<file path="config.mk">
export PLATFORM = sky130hd
export DESIGN_NAME = serial_eeprom_boot_loader
export DESIGN_NICKNAME = d
export VERILOG_FILES = /design/src/common/boot_loader_pkg.sv /design/src/core/serial_eeprom_boot_loader.sv
export SDC_FILE = /design/constraint.sdc
export NUM_CORES = 1
export LEC_CHECK = 0
export BUFFER_PORTS_ARGS = -buffer_cell sky130_fd_sc_hd__buf_2
export CELL_PAD_IN_SITES_DETAIL_PLACEMENT = 0
export CELL_PAD_IN_SITES_GLOBAL_PLACEMENT = 2
export CORE_UTILIZATION = 35
export CTS_BUF_LIST = sky130_fd_sc_hd__clkbuf_8
export CTS_CLUSTER_SIZE = 16
export DETAILED_ROUTE_END_ITERATION = 8
export PLACE_DENSITY_LB_ADDON = 0.08
export SYNTH_ARGS = -nofsm -noshare
export SYNTH_HDL_FRONTEND = slang
export SYNTH_SLANG_ARGS = --single-unit
</file>
<file path="constraint.sdc">
create_clock -name core_clk -period 6 [get_ports core_clk]
set_input_delay 1.5 -clock core_clk [delete_from_list [all_inputs] [get_ports core_clk]]
set_output_delay 1.5 -clock core_clk [all_outputs]
set_load 0.01 [all_outputs]
</file>
<file path="src/common/boot_loader_pkg.sv">
// shared constants and types for the serial memory boot loader
// Behaviour
// - after reset start reading memory; first returned zero bit means memory attached
// - first 16-bit word all ones means blank memory
// - first 16-bit word all zeros means memory absent
// - blank or absent memory skips loading; registers keep defaults
// - memory-present flag set when memory is programmed or blank
// - absent memory: device applies defaults and sets local-init-status itself
// - blank memory: device applies defaults and sets local-init-status itself
// - until init-status is one, PCI accesses get Retry or are not claimed
// - user pin caught at reset release; low selects no response
// - user pin caught high selects Retry until init-status is one
// - after reset the user pin is readable as a general-purpose input
// - extra-long-load bit clear selects the long load after reset release
// - upper word loads first, then lower word, each shifted MSB first
// - long load reads 34 sequential 16-bit words in register order
// - software reads and writes of the memory move 32 bits each
// - serial memory clock is the core clock divided by 268
// - extra-long-load bit set reads 50 words instead
// - local ready held off while the serial load runs
package boot_loader_pkg;
  localparam int unsigned SK_DIV       = 268;          // core clocks per serial clock
  localparam int unsigned SK_HALF      = SK_DIV / 2;
  localparam int unsigned DIV_W        = 9;
  localparam int unsigned WORD_W       = 16;
  localparam int unsigned LONG_WORDS   = 34;
  localparam int unsigned XLONG_WORDS  = 50;
  localparam int unsigned MEM_ADDR_W   = 8;
  localparam int unsigned CMD_W        = 3 + MEM_ADDR_W; // start, opcode, address
  localparam int unsigned OUT_W        = CMD_W + WORD_W;
  localparam int unsigned OCNT_W       = 5;
  localparam int unsigned ICNT_W       = 10;
  localparam int unsigned XLONG_BIT    = 25;            // of space0_bus_region_desc
  localparam int unsigned PRESENT_BIT  = 28;            // of serial_mem_control_reg
  localparam int unsigned INIT_BIT     = 2;             // of local_misc_control_1
  localparam int unsigned INIT_WORD    = 17;            // image word holding that byte
  localparam int unsigned INIT_WBIT    = 8 + INIT_BIT;  // byte sits in the upper half
  localparam logic [1:0]  OP_READ      = 2'h2;
  localparam logic [1:0]  OP_WRITE     = 2'h1;
  localparam logic [1:0]  OP_EWEN      = 2'h0;
  localparam logic [MEM_ADDR_W-1:0] EWEN_ADDR = 8'hc0;
  localparam logic [WORD_W-1:0] BLANK_WORD  = 16'hffff;
  localparam logic [WORD_W-1:0] ABSENT_WORD = 16'h0000;

  // one loaded configuration register
  typedef struct packed {
    logic [4:0]  index;
    logic [31:0] data;
  } cfg_write_t;

  // software request to the serial memory
  typedef struct packed {
    logic                  write;
    logic [MEM_ADDR_W-1:0] addr;
    logic [31:0]           wdata;
  } sw_req_t;

  // one serial frame to launch
  typedef struct packed {
    logic [OUT_W-1:0]  sr;
    logic [OCNT_W-1:0] ocnt;
    logic [ICNT_W-1:0] icnt;
  } frame_t;
endpackage : boot_loader_pkg

</file>
<file path="src/core/serial_eeprom_boot_loader.sv">
// serial memory detect, configuration load and PCI init gating
`timescale 1ns/1ps
module serial_eeprom_boot_loader (
  // clock and reset
  input  wire logic                     core_clk,
  input  wire logic                     reset_n,
  // serial memory pins
  output logic                          serial_mem_clock,
  output logic                          serial_mem_select,
  input  wire logic                     serial_mem_data_pin_i,
  output logic                          serial_mem_data_pin_o,
  output logic                          serial_mem_data_pin_oe,
  // user pin
  input  wire logic                     user_input_pin,
  output logic                          user_input_level,
  output logic                          pci_retry_mode,
  // configuration and local processor
  input  wire logic [31:0]              space0_bus_region_desc,
  input  wire logic                     local_init_set,
  output logic                          local_ready_allow,
  // PCI target gating
  output logic                          pci_claim_allow,
  output logic                          pci_force_retry,
  output logic                          pci_no_claim,
  // loaded registers
  output logic                          cfg_wr_valid,
  output boot_loader_pkg::cfg_write_t   cfg_wr,
  // software access port
  input  wire logic                     sw_req_valid,
  input  wire boot_loader_pkg::sw_req_t sw_req,
  output logic                          sw_ready,
  output logic                          sw_done,
  output logic [31:0]                   sw_rdata,
  // status
  output logic                          serial_mem_present,
  output logic                          local_init_status,
  output logic                          load_done
);
  import boot_loader_pkg::*;

  typedef enum logic [3:0] {
    S_CATCH, S_BOOT_GO, S_BOOT_RUN, S_IDLE, S_RD_GO, S_RD_RUN,
    S_EWEN_GO, S_EWEN_RUN, S_WR_GO, S_WR_RUN, S_BUSY_GO, S_BUSY_RUN
  } state_t;

  // builds a frame: start bit, opcode, address, data, left aligned
  function automatic frame_t make_frame(input logic [1:0] op,
                                        input logic [MEM_ADDR_W-1:0] addr,
                                        input logic [WORD_W-1:0] data,
                                        input logic [OCNT_W-1:0] ocnt,
                                        input logic [ICNT_W-1:0] icnt);
    frame_t f;
    f.sr   = {1'b1, op, addr, data};
    f.ocnt = ocnt;
    f.icnt = icnt;
    return f;
  endfunction : make_frame

  localparam logic [OCNT_W-1:0] CMD_CNT  = OCNT_W'(CMD_W);
  localparam logic [OCNT_W-1:0] FULL_CNT = OCNT_W'(OUT_W);
  localparam logic [ICNT_W-1:0] RD32_CNT = ICNT_W'(1 + 2 * WORD_W);
  localparam logic [ICNT_W-1:0] LONG_CNT = ICNT_W'(1 + LONG_WORDS * WORD_W);
  localparam logic [ICNT_W-1:0] XLNG_CNT = ICNT_W'(1 + XLONG_WORDS * WORD_W);
  localparam logic [DIV_W-1:0]  DIV_LAST = DIV_W'(SK_DIV - 1);
  localparam logic [DIV_W-1:0]  DIV_HALF = DIV_W'(SK_HALF);
  localparam logic [DIV_W-1:0]  DIV_REL  = DIV_W'(SK_HALF + 1);  // first edge after the clock rise
  localparam logic [5:0]        INIT_IDX = 6'(INIT_WORD);

  logic                   rst_s1_r, rst_s2_r;
  logic                   user_s1_r, user_s2_r, din_s1_r, din_s2_r;
  logic [DIV_W-1:0]       div_r;
  logic                   sk_r;
  state_t                 state_r, state_nxt;
  logic                   cs_r, cs_nxt, oe_r, oe_nxt;
  logic [OUT_W-1:0]       osr_r, osr_nxt;
  logic [OCNT_W-1:0]      ocnt_r, ocnt_nxt;
  logic [ICNT_W-1:0]      icnt_r, icnt_nxt;
  logic                   dummy_r, dummy_nxt;
  logic [3:0]             bit_r, bit_nxt;
  logic [WORD_W-2:0]      isr_r, isr_nxt;
  logic [5:0]             widx_r, widx_nxt;
  logic [WORD_W-1:0]      hi_r, hi_nxt;
  logic                   present_r, present_nxt;
  logic                   init_r, init_nxt;
  logic                   retry_r, retry_nxt;
  logic                   cfgv_r, cfgv_nxt;
  cfg_write_t             cfg_r, cfg_nxt;
  logic                   done_r, done_nxt;
  logic [31:0]            rdata_r, rdata_nxt;
  sw_req_t                req_r, req_nxt;
  logic                   half_r, half_nxt;
  logic                   go;
  frame_t                 fr;

  // decoded engine events
  wire                    rst_q_n   = rst_s2_r;
  wire                    tick      = (div_r == DIV_LAST);
  wire                    cap       = cs_r && (ocnt_r <= OCNT_W'(1)) && (icnt_r != '0);
  wire                    word_done = cap && !dummy_r && (bit_r == 4'hf);
  wire [WORD_W-1:0]       word      = {isr_r, din_s2_r};
  wire                    last_word = (icnt_r == ICNT_W'(1));
  wire                    xlong     = space0_bus_region_desc[XLONG_BIT];
  wire [MEM_ADDR_W-1:0]   wr_addr   = req_r.addr + MEM_ADDR_W'(half_r);
  wire [WORD_W-1:0]       wr_data   = half_r ? req_r.wdata[15:0] : req_r.wdata[31:16];
  wire                    booting   = (state_r == S_CATCH) || (state_r == S_BOOT_GO)
                                      || (state_r == S_BOOT_RUN);

  // reset release through two flip-flops
  always_ff @(posedge core_clk or negedge reset_n) begin
    if (!reset_n) begin
      rst_s1_r <= 1'b0;
      rst_s2_r <= 1'b0;
    end else begin
      rst_s1_r <= 1'b1;
      rst_s2_r <= rst_s1_r;
    end
  end

  // pin synchronisers run through reset so the level is valid at release
  always_ff @(posedge core_clk) begin
    user_s1_r <= user_input_pin;
    user_s2_r <= user_s1_r;
    din_s1_r  <= serial_mem_data_pin_i;
    din_s2_r  <= din_s1_r;
  end

  // serial clock divider, one frame bit per divided period
  always_ff @(posedge core_clk or negedge rst_q_n) begin
    if (!rst_q_n) begin
      div_r <= '0;
      sk_r  <= 1'b0;
    end else begin
      div_r <= tick ? '0 : div_r + DIV_W'(1);
      sk_r  <= cs_r && !tick && (div_r >= DIV_HALF);  // falls with select
    end
  end

  // shift engine and sequencer next state
  always_comb begin
    state_nxt   = state_r;
    cs_nxt      = cs_r;
    oe_nxt      = oe_r;
    osr_nxt     = osr_r;
    ocnt_nxt    = ocnt_r;
    icnt_nxt    = icnt_r;
    dummy_nxt   = dummy_r;
    bit_nxt     = bit_r;
    isr_nxt     = isr_r;
    widx_nxt    = widx_r;
    hi_nxt      = hi_r;
    present_nxt = present_r;
    init_nxt    = init_r | local_init_set;
    retry_nxt   = retry_r;
    cfgv_nxt    = 1'b0;
    cfg_nxt     = cfg_r;
    done_nxt    = 1'b0;
    rdata_nxt   = rdata_r;
    req_nxt     = req_r;
    half_nxt    = half_r;
    go          = 1'b0;
    fr          = '0;
    // hand the pin back once the memory has sampled our last bit, so the dummy bit is seen
    if (cs_r && oe_r && ocnt_r == OCNT_W'(1) && div_r == DIV_REL) begin
      oe_nxt = 1'b0;
    end
    if (state_r == S_CATCH) begin
      retry_nxt = user_s2_r;
      state_nxt = S_BOOT_GO;
    end else if (state_r == S_IDLE && sw_req_valid) begin
      req_nxt   = sw_req;
      half_nxt  = 1'b0;
      state_nxt = sw_req.write ? S_EWEN_GO : S_RD_GO;
    end
    if (tick) begin
      // output side: next bit MSB first, release the pin after the last one
      if (cs_r && ocnt_r != '0) begin
        osr_nxt  = osr_r << 1;
        ocnt_nxt = ocnt_r - OCNT_W'(1);
        if (ocnt_r == OCNT_W'(1)) begin
          oe_nxt = 1'b0;
        end
      end
      // input side: dummy bit, then 16-bit words MSB first
      if (cap) begin
        icnt_nxt = icnt_r - ICNT_W'(1);
        if (dummy_r) begin
          dummy_nxt = 1'b0;
        end else begin
          isr_nxt = word[WORD_W-2:0];
          bit_nxt = bit_r + 4'h1;
        end
      end
      case (state_r)
        S_BOOT_GO: begin
          go        = 1'b1;
          fr        = make_frame(OP_READ, '0, '0, CMD_CNT, xlong ? XLNG_CNT : LONG_CNT);
          widx_nxt  = '0;
          state_nxt = S_BOOT_RUN;
        end
        S_BOOT_RUN: begin
          if (cap && dummy_r && din_s2_r) begin
            cs_nxt    = 1'b0;  // no zero bit: nothing attached
            init_nxt  = 1'b1;
            state_nxt = S_IDLE;
          end else if (word_done) begin
            widx_nxt = widx_r + 6'h1;
            hi_nxt   = word;  // upper word arrives first
            if (widx_r == '0 && (word == BLANK_WORD || word == ABSENT_WORD)) begin
              present_nxt = (word == BLANK_WORD);
              init_nxt    = 1'b1;
              cs_nxt      = 1'b0;
              state_nxt   = S_IDLE;
            end else begin
              present_nxt = 1'b1;
              if (widx_r[0]) begin
                cfgv_nxt = 1'b1;
                cfg_nxt  = '{index: widx_r[5:1], data: {hi_r, word}};
              end
              if (widx_r == INIT_IDX && word[INIT_WBIT]) begin
                init_nxt = 1'b1;
              end
              if (last_word) begin
                cs_nxt    = 1'b0;
                state_nxt = S_IDLE;
              end
            end
          end
        end
        S_RD_GO: begin
          go        = 1'b1;
          fr        = make_frame(OP_READ, req_r.addr, '0, CMD_CNT, RD32_CNT);
          state_nxt = S_RD_RUN;
        end
        S_RD_RUN: begin
          if (word_done && last_word) begin
            rdata_nxt[15:0] = word;
            done_nxt        = 1'b1;
            cs_nxt          = 1'b0;
            state_nxt       = S_IDLE;
          end else if (word_done) begin
            rdata_nxt[31:16] = word;
          end
        end
        S_EWEN_GO: begin
          go        = 1'b1;
          fr        = make_frame(OP_EWEN, EWEN_ADDR, '0, CMD_CNT, '0);
          state_nxt = S_EWEN_RUN;
        end
        S_WR_GO: begin
          go        = 1'b1;
          fr        = make_frame(OP_WRITE, wr_addr, wr_data, FULL_CNT, '0);
          state_nxt = S_WR_RUN;
        end
        S_EWEN_RUN, S_WR_RUN: begin
          if (ocnt_r == '0) begin
            cs_nxt    = 1'b0;
            state_nxt = (state_r == S_EWEN_RUN) ? S_WR_GO : S_BUSY_GO;
          end
        end
        S_BUSY_GO: begin
          go        = 1'b1;  // select only, then poll for ready
          state_nxt = S_BUSY_RUN;
        end
        S_BUSY_RUN: begin
          if (din_s2_r) begin
            cs_nxt    = 1'b0;
            half_nxt  = 1'b1;
            done_nxt  = half_r;
            state_nxt = half_r ? S_IDLE : S_WR_GO;
          end
        end
        default: begin
          state_nxt = state_r;
        end
      endcase
      if (go) begin
        cs_nxt    = 1'b1;
        oe_nxt    = (fr.ocnt != '0);
        osr_nxt   = fr.sr;
        ocnt_nxt  = fr.ocnt;
        icnt_nxt  = fr.icnt;
        dummy_nxt = 1'b1;
        bit_nxt   = '0;
      end
    end
  end

  // sequencer and engine registers
  always_ff @(posedge core_clk or negedge rst_q_n) begin
    if (!rst_q_n) begin
      state_r <= S_CATCH;
      {cs_r, oe_r, osr_r, ocnt_r, icnt_r, dummy_r, bit_r, isr_r} <= '0;
      {widx_r, hi_r, present_r, init_r, retry_r} <= '0;
      {cfgv_r, cfg_r, done_r, rdata_r, req_r, half_r} <= '0;
    end else begin
      state_r <= state_nxt;
      {cs_r, oe_r, osr_r, ocnt_r, icnt_r} <= {cs_nxt, oe_nxt, osr_nxt, ocnt_nxt, icnt_nxt};
      {dummy_r, bit_r, isr_r, widx_r, hi_r} <= {dummy_nxt, bit_nxt, isr_nxt, widx_nxt, hi_nxt};
      {present_r, init_r, retry_r} <= {present_nxt, init_nxt, retry_nxt};
      {cfgv_r, cfg_r, done_r, rdata_r} <= {cfgv_nxt, cfg_nxt, done_nxt, rdata_nxt};
      {req_r, half_r} <= {req_nxt, half_nxt};
    end
  end

  // pins and status
  assign serial_mem_clock       = sk_r;
  assign serial_mem_select      = cs_r;
  assign serial_mem_data_pin_o  = osr_r[OUT_W-1];
  assign serial_mem_data_pin_oe = oe_r;
  assign user_input_level       = user_s2_r;
  assign pci_retry_mode         = retry_r;
  assign local_ready_allow      = !booting;
  assign pci_claim_allow        = init_r;
  assign pci_force_retry        = !init_r && retry_r;
  assign pci_no_claim           = !init_r && !retry_r;
  assign cfg_wr_valid           = cfgv_r;
  assign cfg_wr                 = cfg_r;
  assign sw_ready               = (state_r == S_IDLE);
  assign sw_done                = done_r;
  assign sw_rdata               = rdata_r;
  assign serial_mem_present     = present_r;
  assign local_init_status      = init_r;
  assign load_done              = !booting;
endmodule : serial_eeprom_boot_loader

</file>
==> results.tsv, run 1 <==
metric	value	unit
synth_edf_count	0	
preCtsSetupSlack	2400	ps
grt.met1_usage	23.6	%
clkPwrFrac	35.9	%
crit_buf_inv	1	
worstHoldStart	din_s1_r$_DFF_P_	
layout_commonest_cell	dfrtp_1	
drive_gt1_share	36.2	%
synth_top_cell_by_area	dfrtp_1	
grt_overflow	0	
cts_made_buffers	41	
tightest_slew	940	ps
critPathCaptureType	flop	
grt_pass1_wl	41100	um
fin_ws	2420	ps
die_width	173	um
seq_power_share	47.1	%
coreArea	28600	um^2
fin_skew	14.7	ps
vias_per_cell	5.08	
path_class	flop to flop	
cp_common_cell	or3_1	
ys_types	71	
final_util	42.1	%
synth_top_area_share	53.3	%
use_met2	27.4	%
syn2layout_area_growth	18.4	%
min_path_cells	0	
synth_cells	848	
dpl.hpwl	16500	um
fin_nets	1087	
stdcell_count	1408	
cp.required	6410	ps
ir_drop	0.000191	V
grt_use_total	17.2	%
routedWlPerCell	17.9	um
via_count	7146	
p_sw_share	29.2	%
r2r_cells	6	
ant_nets	0	
grt_max_degree	167	
die_area	29800	um^2
rsz0062_at_grt	no	
cp_cell_sequence	or3_1 > or3_1 > nor4_4 > buf_4 > nand3_4 > mux2_4	
route.final.wire_length	25200	um
critPathMaxStageDelay	680	ps
min_period	3580	ps
busiest_layer	met2	
final.setup.tns	0	ps
power_switching	1110	uW
synthTopCellsByArea	dfrtp_1 (53%), mux2_2 (14%), mux2_4 (4.4%), nor2_1 (3.2%), a221oi_1 (1.7%)	
drv_slew	0	
synth.avg_cell_area	12.0	um^2
first_global_vias	7285	
ys_seq_area_share	54.1	%
cts_setup_buffers	0	
dpl.cell_count	1336	
yosys_warnings	0	
cts_root_buf	clkbuf_8	
crit_fanout	37	
hold_violations	0	
relSlewSlack	37.3	%
initial_core_util	35.6	%
r2r-start	div_r[5]$_DFF_PN0_	
cp_data_arrival_time	3990	ps
crit_slowest_cell	or3_1	
htree_levels	2	
gp_congestion	0.740	
yosys_most_used_dff	dfrtp_1	
timing.fmax	0.279	GHz
postCtsHoldBufs	0	
cp_top_family	simple AND/OR/NAND/NOR gates	
die_h	173	um
start_kind	flop	
leakage	0.00597	uW
io-pin-count	164	
crit_cells	6	
cap_violations	0	
antenna_found_initial	0	
synth-seq-cells	221	
mappedNetlistNets	940	
setup_viol	0	
setup.worst_path.start	div_r[5]$_DFF_PN0_	
diodes	0	
status	finished clean	
syn_area	10200	um^2
finalCritPeriodShare	59.7	%
p_per_area	315	nW/um^2
portBuffers	132	
holdWs	324	ps
mostFrequentLayoutCells	dfrtp_1 (216), buf_2 (132), mux2_2 (128)	
cts_tree	built	
clkTransAtPathRegs	60	ps
power_frac_comb	17.0	%
fillers	2800	
grtUsageMet3	3.32	%
power.internal	2690	uW
clk_latency	540	ps
cts_sinks	221	
cts_resized	0	
drt_iter0_drc	372	
drc_errors	0	
clockBufferDepth	3	
hold_path.class	flop to flop	
async_flop_share	98.2	%
row_count	62	
drt_first_pass_iters	5	
-- path summary, 6_finish.rpt --
check / end / slack (ps)
max in group asynchronous: req_r[33]$_DFFE_PN0P_ / 4250
max reg2reg: cfg_wr[7]$_DFFE_PN0P_ / 2420
min: din_s2_r$_DFF_P_ / 320
min in group asynchronous: div_r[5]$_DFF_PN0_ / 380
max: cfg_wr[7]$_DFFE_PN0P_ / 2420
min reg2reg: din_s2_r$_DFF_P_ / 320
-- synth_stat cells (4+ instances only) --
cell type / instances
mux2_2: 128
nor4_1: 9
xnor2_1: 5
nor3_1: 21
dfxtp_1: 4
nand2b_1: 5
a221oi_1: 20
nor2b_1: 7
or3_1: 10
clkbuf_1: 30
nor2_1: 87
and2_1: 6
ha_1: 13
mux2i_1: 4
or4_1: 5
nand2_1: 34
o22ai_1: 5
a21boi_0: 4
and3_1: 5
nand3_1: 18
o211ai_1: 6
inv_1: 13
o21a_1: 4
dfrtp_1: 217
nand4_1: 16
mux2_4: 30
o21ai_0: 30
o2111ai_1: 4
a21oi_1: 26
buf_1: 5
xor2_1: 8
-- stage by stage --
step	cell area, um^2	total power, uW
6_report	12100	3800
5_1_grt	12100	4030
4_1_cts	12100	3880
3_5_place_dp	11300	2470
3_3_place_gp	11300	2460
2_1_floorplan	10200	2250
-- routing by layer --
| layer | up-vias | share of wire, % |
|---|---|---|
| met5 | - | 0 |
| met4 | 0 | 1.9 |
| met3 | 40 | 4.7 |
| met2 | 159 | 47 |
| met1 | 3534 | 47 |
| li1 | 3413 | - |
-- cell type report --
| type | instances | area (um^2) | area share [%] |
|---|---|---|---|
| clock inverter | 23 | 100 | 0.830 |
| tap | 384 | 480 | 3.99 |
| clock buffer | 49 | 674 | 5.59 |
| inverter | 13 | 48.8 | 0.405 |
| multi-input combinational | 571 | 4450 | 36.9 |
| timing repair buffer | 147 | 786 | 6.52 |
| sequential | 221 | 5510 | 45.7 |
-- power by group through the flow --
stage | combinational (uW) | sequential [uW] | clock, uW
after floorplan | 493 | 1760 | 0
after global placement | 654 | 1810 | 0
after detailed placement | 655 | 1820 | 0
after CTS | 659 | 1790 | 1430
after global routing | 715 | 1820 | 1500
final | 647 | 1790 | 1360
-- flip-flops by register name, summed over array words and instances, names as in the netlist, 4 cells and up --
register / flops
ocnt_r: 5
bit_r: 4
div_r: 9
widx_r: 6
cfg_wr: 37
state_r: 4
osr_r: 27
req_r: 40
sw_rdata: 32
icnt_r: 10
isr_r: 15
hi_r: 16
-- cell families after synthesis --
| group | after synthesis | share of synthesized area (%) |
|---|---|---|
| muxes | 162 | 19.0 |
| xor gates and xnor gates | 13 | 1.12 |
| buffers and inverters | 56 | 2.40 |
| AOI/OAI and AO/OA | 136 | 9.22 |
| other | 1 | 0.0368 |
| adders and majority gates | 13 | 1.60 |
| and+or+nand+nor | 246 | 12.5 |
| DFF | 221 | 54.1 |
(Power assumes the default switching activity.)
==> run 2, diff against run 1 <==
--- a/config.mk
+++ b/config.mk
@@ -8,7 +8,7 @@
 export BUFFER_PORTS_ARGS = -buffer_cell sky130_fd_sc_hd__buf_2
 export CELL_PAD_IN_SITES_DETAIL_PLACEMENT = 0
 export CELL_PAD_IN_SITES_GLOBAL_PLACEMENT = 2
-export CORE_UTILIZATION = 35
+export CORE_UTILIZATION = 39
 export CTS_BUF_LIST = sky130_fd_sc_hd__clkbuf_8
 export CTS_CLUSTER_SIZE = 16
 export DETAILED_ROUTE_END_ITERATION = 8
==> constraint.sdc (replaced) <==
create_clock -name core_clk -period 3.4 [get_ports core_clk]
set_input_delay 0.85 -clock core_clk [delete_from_list [all_inputs] [get_ports core_clk]]
set_output_delay 0.85 -clock core_clk [all_outputs]
set_load 0.01 [all_outputs]
==> results.tsv, run 2 (synthesis results as in run 1) <==
metric	value	unit	change
status	finished clean		
tightest_slew	678	ps	-262 ps
fillers	2355		-16%
rsz0062_at_grt	no		
layout_commonest_cell	dfrtp_1		
die_width	164	um	-5.2%
p_per_area	562	nW/um^2	+78%
io-pin-count	164		unchanged
drc_errors	0		unchanged
die_area	26800	um^2	-10%
rr_endpoint	sw_rdata[0]$_DFFE_PN0P_		
htree_levels	2		unchanged
cp.required	2550	ps	-3860 ps
first_global_vias	7595		+4.3%
largest_register_ffs	40		unchanged
mostFrequentLayoutCells	dfrtp_1 (216), buf_2 (132), mux2_2 (128)		
min_period	2710	ps	
hold_violations	0		unchanged
timing.fmax	0.369	GHz	
grt_overflow	0		unchanged
hold_path.class	primary input to asynchronous set/reset pin		
via_count	7355		+2.9%
syn2layout_area_growth	19.9	%	
cts_resized	0		unchanged
final_util	48.1	%	+5.9 points
cts_setup_buffers	0		unchanged
routedWlPerCell	18.3	um	+2.1%
cts_made_buffers	39		-4.9%
path_class	flop to output pin		
grt.met1_usage	25.6	%	+2.1 points
drt_iter0_drc	407		+9.4%
ant_nets	0		unchanged
route.final.wire_length	25000	um	-0.81%
start_kind	flop		
clkTransAtPathRegs	60	ps	about the same
grtUsageMet3	3.48	%	+0.16 points
p_sw_share	28.2	%	-1.0 points
clockBufferDepth	3		unchanged
power_switching	1940	uW	+74%
cap_violations	0		unchanged
cts_root_buf	clkbuf_8		
drive_gt1_share	37.8	%	+1.5 points
row_count	58		-6.5%
stdcell_count	1368		-2.8%
grt_pass1_wl	40700	um	-0.89%
setup_viol	0		unchanged
fin_skew	24.2	ps	+9.51 ps
cts_sinks	221		unchanged
r2r_cells	5		-1
r2r-start	icnt_r[4]$_DFFE_PN0P_		
cp_data_arrival_time	1860	ps	-2130 ps
postCtsHoldBufs	0		unchanged
ir_drop	0.000401	V	+110%
crit_fanout	17		-54%
drt_first_pass_iters	5		unchanged
leakage	0.00606	uW	+1.6%
relSlewSlack	54.4	%	+17 points
grt_use_total	19.3	%	+2.1 points
grt_max_degree	98		-41%
finalCritPeriodShare	79.6	%	
drv_slew	0		unchanged
setup.worst_path.start	state_r[2]$_DFFE_PN0P_		
final.setup.tns	0	ps	unchanged
r2r_slack	740	ps	-1680 ps
diodes	0		unchanged
fin_nets	1101		+1.3%
clk_latency	530	ps	about the same
antenna_found_initial	0		unchanged
cts_tree	built		
cp-endpoint	local_ready_allow		
gp_congestion	0.815		+10%
clkPwrFrac	36.7	%	+0.8 points
power.internal	4930	uW	+83%
die_h	164	um	-5.2%
coreArea	25400	um^2	-11%
dpl.cell_count	1298		-2.8%
busiest_layer	met2		
use_met2	31.3	%	+3.9 points
vias_per_cell	5.38		+5.9%
critPathCaptureType	output pin		
portBuffers	132		unchanged
initial_core_util	40.1	%	+4.5 points
dpl.hpwl	17300	um	+4.6%
power_frac_comb	18.2	%	+1.2 points
seq_power_share	45.2	%	-1.9 points
==> run 2: power by group through the flow <==
stage	clock, uW	sequential, uW	combinational, uW
floorplan	0	3100	869
global placement	0	3130	1230
detailed placement	0	3150	1250
CTS	2600	3100	1260
global route	2730	3140	1380
finish	2520	3100	1250
==> run 2: how the worst min path moves through the flow <==
stage                      start                  to  slack (ps)  depth (start not counted)
2_1_floorplan   din_s1_r$_DFF_P_    din_s2_r$_DFF_P_         310                          0
3_3_place_gp   rst_q_n$_DFF_PN0_  div_r[8]$_DFF_PN0_         290                          0
3_5_place_dp   rst_q_n$_DFF_PN0_  div_r[8]$_DFF_PN0_         290                          0
4_1_cts                  reset_n   rst_q_n$_DFF_PN0_          80                          1
5_1_grt                  reset_n   rst_q_n$_DFF_PN0_          80                          1
6_report                 reset_n   rst_q_n$_DFF_PN0_         100                          1
==> run 2: critical path, stage by stage, from the launching register on <==
cell and delay (ps):
dfrtp_1 590, nor2_1 400, nand2_1 170, buf_2 170
==> run 2: area by class of cell <==
cell class	count	area [um^2]	area share [%]
timing repair buffer	163	956	7.83
inverter	13	48.8	0.400
sequential	221	5510	45.2
clock buffer	52	716	5.86
clock inverter	18	104	0.851
multi-input combinational	571	4460	36.5
tap	330	413	3.38
==> run 2: through the flow <==
step	total power [uW]	worst slack (ps)	instance area, um^2	hold slack, ps
6_report	6870	694	12200	105
5_1_grt	7260	561	12200	81.7
4_1_cts	6970	666	12200	78.3
3_5_place_dp	4400	745	11400	287
3_3_place_gp	4360	789	11400	288
2_1_floorplan	3970	710	10200	310
==> run 2: per-layer routing <==
layer  vias up  routed length, um
li1       3442                  -
met1      3663              11300
met2       192              11800
met3        58               1220
met4         0                695
met5         -                  0
==> run 3, diff against run 2 <==
==> constraint.sdc (replaced) <==
create_clock -name core_clk -period 2.5 [get_ports core_clk]
set_input_delay 0.625 -clock core_clk [delete_from_list [all_inputs] [get_ports core_clk]]
set_output_delay 0.625 -clock core_clk [all_outputs]
set_load 0.01 [all_outputs]
==> results.tsv, run 3 (synthesis results as in run 1) <==
metric	value	unit	change
status	finished clean		
drive_gt1_share	40.7	%	+2.9 points
cp.required	1880	ps	-670 ps
ant_nets	0		unchanged
cts_tree	built		
seq_power_share	44.2	%	-1.0 points
clkPwrFrac	36.4	%	-0.3 points
cp_data_arrival_time	1790	ps	-70 ps
crit_slowest_cell	dfrtp_1		
critPathCaptureType	output pin		
first_global_vias	7607		+0.16%
gp_congestion	0.866		+6.2%
p_sw_share	28.4	%	+0.16 points
drt_first_pass_iters	5		unchanged
drv_slew	0		unchanged
holdWs	182	ps	+77.0 ps
syn2layout_area_growth	23.7	%	
hold_violations	0		unchanged
hold_path.class	primary input to flop		
antenna_found_initial	0		unchanged
grt_overflow	0		unchanged
grt_use_total	19.3	%	about the same
route.final.wire_length	25100	um	+0.43%
relSlewSlack	53.8	%	-0.65 points
io-pin-count	164		unchanged
crit_buf_inv	3		+2
cts_made_buffers	41		+5.1%
crit_fanout	9		-8
critPathMaxStageDelay	390	ps	-200 ps
power_frac_comb	19.4	%	+1.2 points
layout_commonest_cell	dfrtp_1		
cts_root_buf	clkbuf_8		
largest_register_ffs	40		unchanged
start_kind	flop		
vias_per_cell	5.34		-0.75%
stdcell_count	1405		+2.7%
drt_iter0_drc	388		-4.7%
portBuffers	132		unchanged
die_area	26800	um^2	unchanged
clkTransAtPathRegs	60	ps	about the same
mostFrequentLayoutCells	dfrtp_1 (216), buf_2 (132), mux2_2 (128)		
power_switching	2690	uW	+39%
path_class	flop to output pin		
timing.fmax	0.415	GHz	
grt_pass1_wl	40600	um	-0.42%
die_h	164	um	unchanged
finalCritPeriodShare	96.4	%	
htree_levels	2		unchanged
power.internal	6790	uW	+38%
clk_latency	550	ps	+20 ps
clockBufferDepth	3		unchanged
dpl.cell_count	1331		+2.5%
cp_top_family	buffers and inverters		
initial_core_util	40.1	%	unchanged
die_width	164	um	unchanged
tightest_slew	693	ps	+15.0 ps
leakage	0.00628	uW	+3.6%
grt_max_degree	53		-46%
fin_nets	1138		+3.4%
diodes	0		unchanged
fillers	2330		-1.1%
via_count	7497		+1.9%
cap_violations	0		unchanged
p_per_area	752	nW/um^2	+34%
final.setup.tns	0	ps	unchanged
rsz0062_at_grt	no		
fin_skew	20.0	ps	-4.17 ps
cts_sinks	221		unchanged
cp_cell_sequence	buf_6 > buf_4 > or2_4 > nor2_2 > buf_2		
coreArea	25400	um^2	unchanged
drc_errors	0		unchanged
row_count	58		unchanged
setup_viol	0		unchanged
min_period	2410	ps	
ir_drop	0.000581	V	+45%
routedWlPerCell	17.9	um	-2.2%
dpl.hpwl	17900	um	+3.3%
==> run 3: cell types whose count changed in the layout (fill, tap and decap cells not counted), moves of 2 or more <==
| cell | before | now |
|---|---|---|
| buf_12 | 5 | 10 |
| buf_4 | 26 | 53 |
| clkbuf_8 | 52 | 48 |
| nor2_2 | 1 | 4 |
| clkinv_2 | 1 | 5 |
| nor2_1 | 86 | 83 |
| buf_6 | 0 | 2 |
==> run 3: cell type report <==
| type | instances | area (um^2) | area share (%) |
|---|---|---|---|
| inverters | 13 | 48.8 | 0.387 |
| well taps | 330 | 413 | 3.28 |
| flip-flops and latches | 221 | 5510 | 43.8 |
| multi-input cells | 571 | 4510 | 35.8 |
| clock inverters | 24 | 161 | 1.28 |
| repair buffers | 198 | 1290 | 10.3 |
| clock buffers | 48 | 661 | 5.24 |
==> run 3: worst register-to-register path: stages, from the launching register on <==
cell     delay [ps]
dfrtp_1         380
buf_4           150
nor3_1          380
nand4_1         200
buf_4           220
nor4_4          360
buf_12          200
mux2_2          350
==> run 3: power groups by stage <==
stage               sequential (uW)  clock, uW  combinational, uW
detailed placement             4260          0               1810
CTS                            4200       3590               1840
global route                   4240       3760               2010
finish                         4190       3450               1840
floorplan                      4220          0               1190
global placement               4230          0               1780
==> run 3: metrics by stage <==
step / utilization (%) / instance area [um^2] / total power, uW / worst slack, ps
after floorplan: - / 10200 / 5410 / -31.9
after global placement: 46.1 / 11700 / 6010 / 91.6
after detailed placement: 46.1 / 11700 / 6070 / 48.1
after CTS: 49.5 / 12600 / 9630 / 11.6
after global routing: 49.6 / 12600 / 10000 / 12.1
final: 49.6 / 12600 / 9480 / 89.6
==> run 3: metal layers <==
layer | global-route usage [%] | vias up | part of all wire [%]
li1 | - | 3514 | -
met1 | 26.2 | 3724 | 45
met2 | 30.6 | 209 | 47
met3 | 3.56 | 50 | 4.9
met4 | 6.73 | 0 | 2.3
met5 | 0 | - | 0
==> run 3: path summary, 6_finish.rpt <==
check,endpoint,from,slack (ps),cells past startpoint
setup / recovery,sw_ready,state_r[2]$_DFFE_PN0P_,90,5
hold / removal,din_s1_r$_DFF_P_,serial_mem_data_pin_i,180,1
setup reg to reg,sw_rdata[2]$_DFFE_PN0P_,div_r[4]$_DFF_PN0_,130,7
hold reg to reg,din_s2_r$_DFF_P_,din_s1_r$_DFF_P_,330,0
max in group asynchronous,osr_r[4]$_DFFE_PN0P_,rst_q_n$_DFF_PN0_,1320,1
min in group asynchronous,cfg_wr[34]$_DFFE_PN0P_,rst_q_n$_DFF_PN0_,370,0
==> run 3: what timing repair did <==
item                                    CTS  global route
hold buffers                              1             0
resized for setup                         4             8
hold endpoints to repair                  2             0
buffers inserted                          0             1
endpoints found under the setup margin    3            76
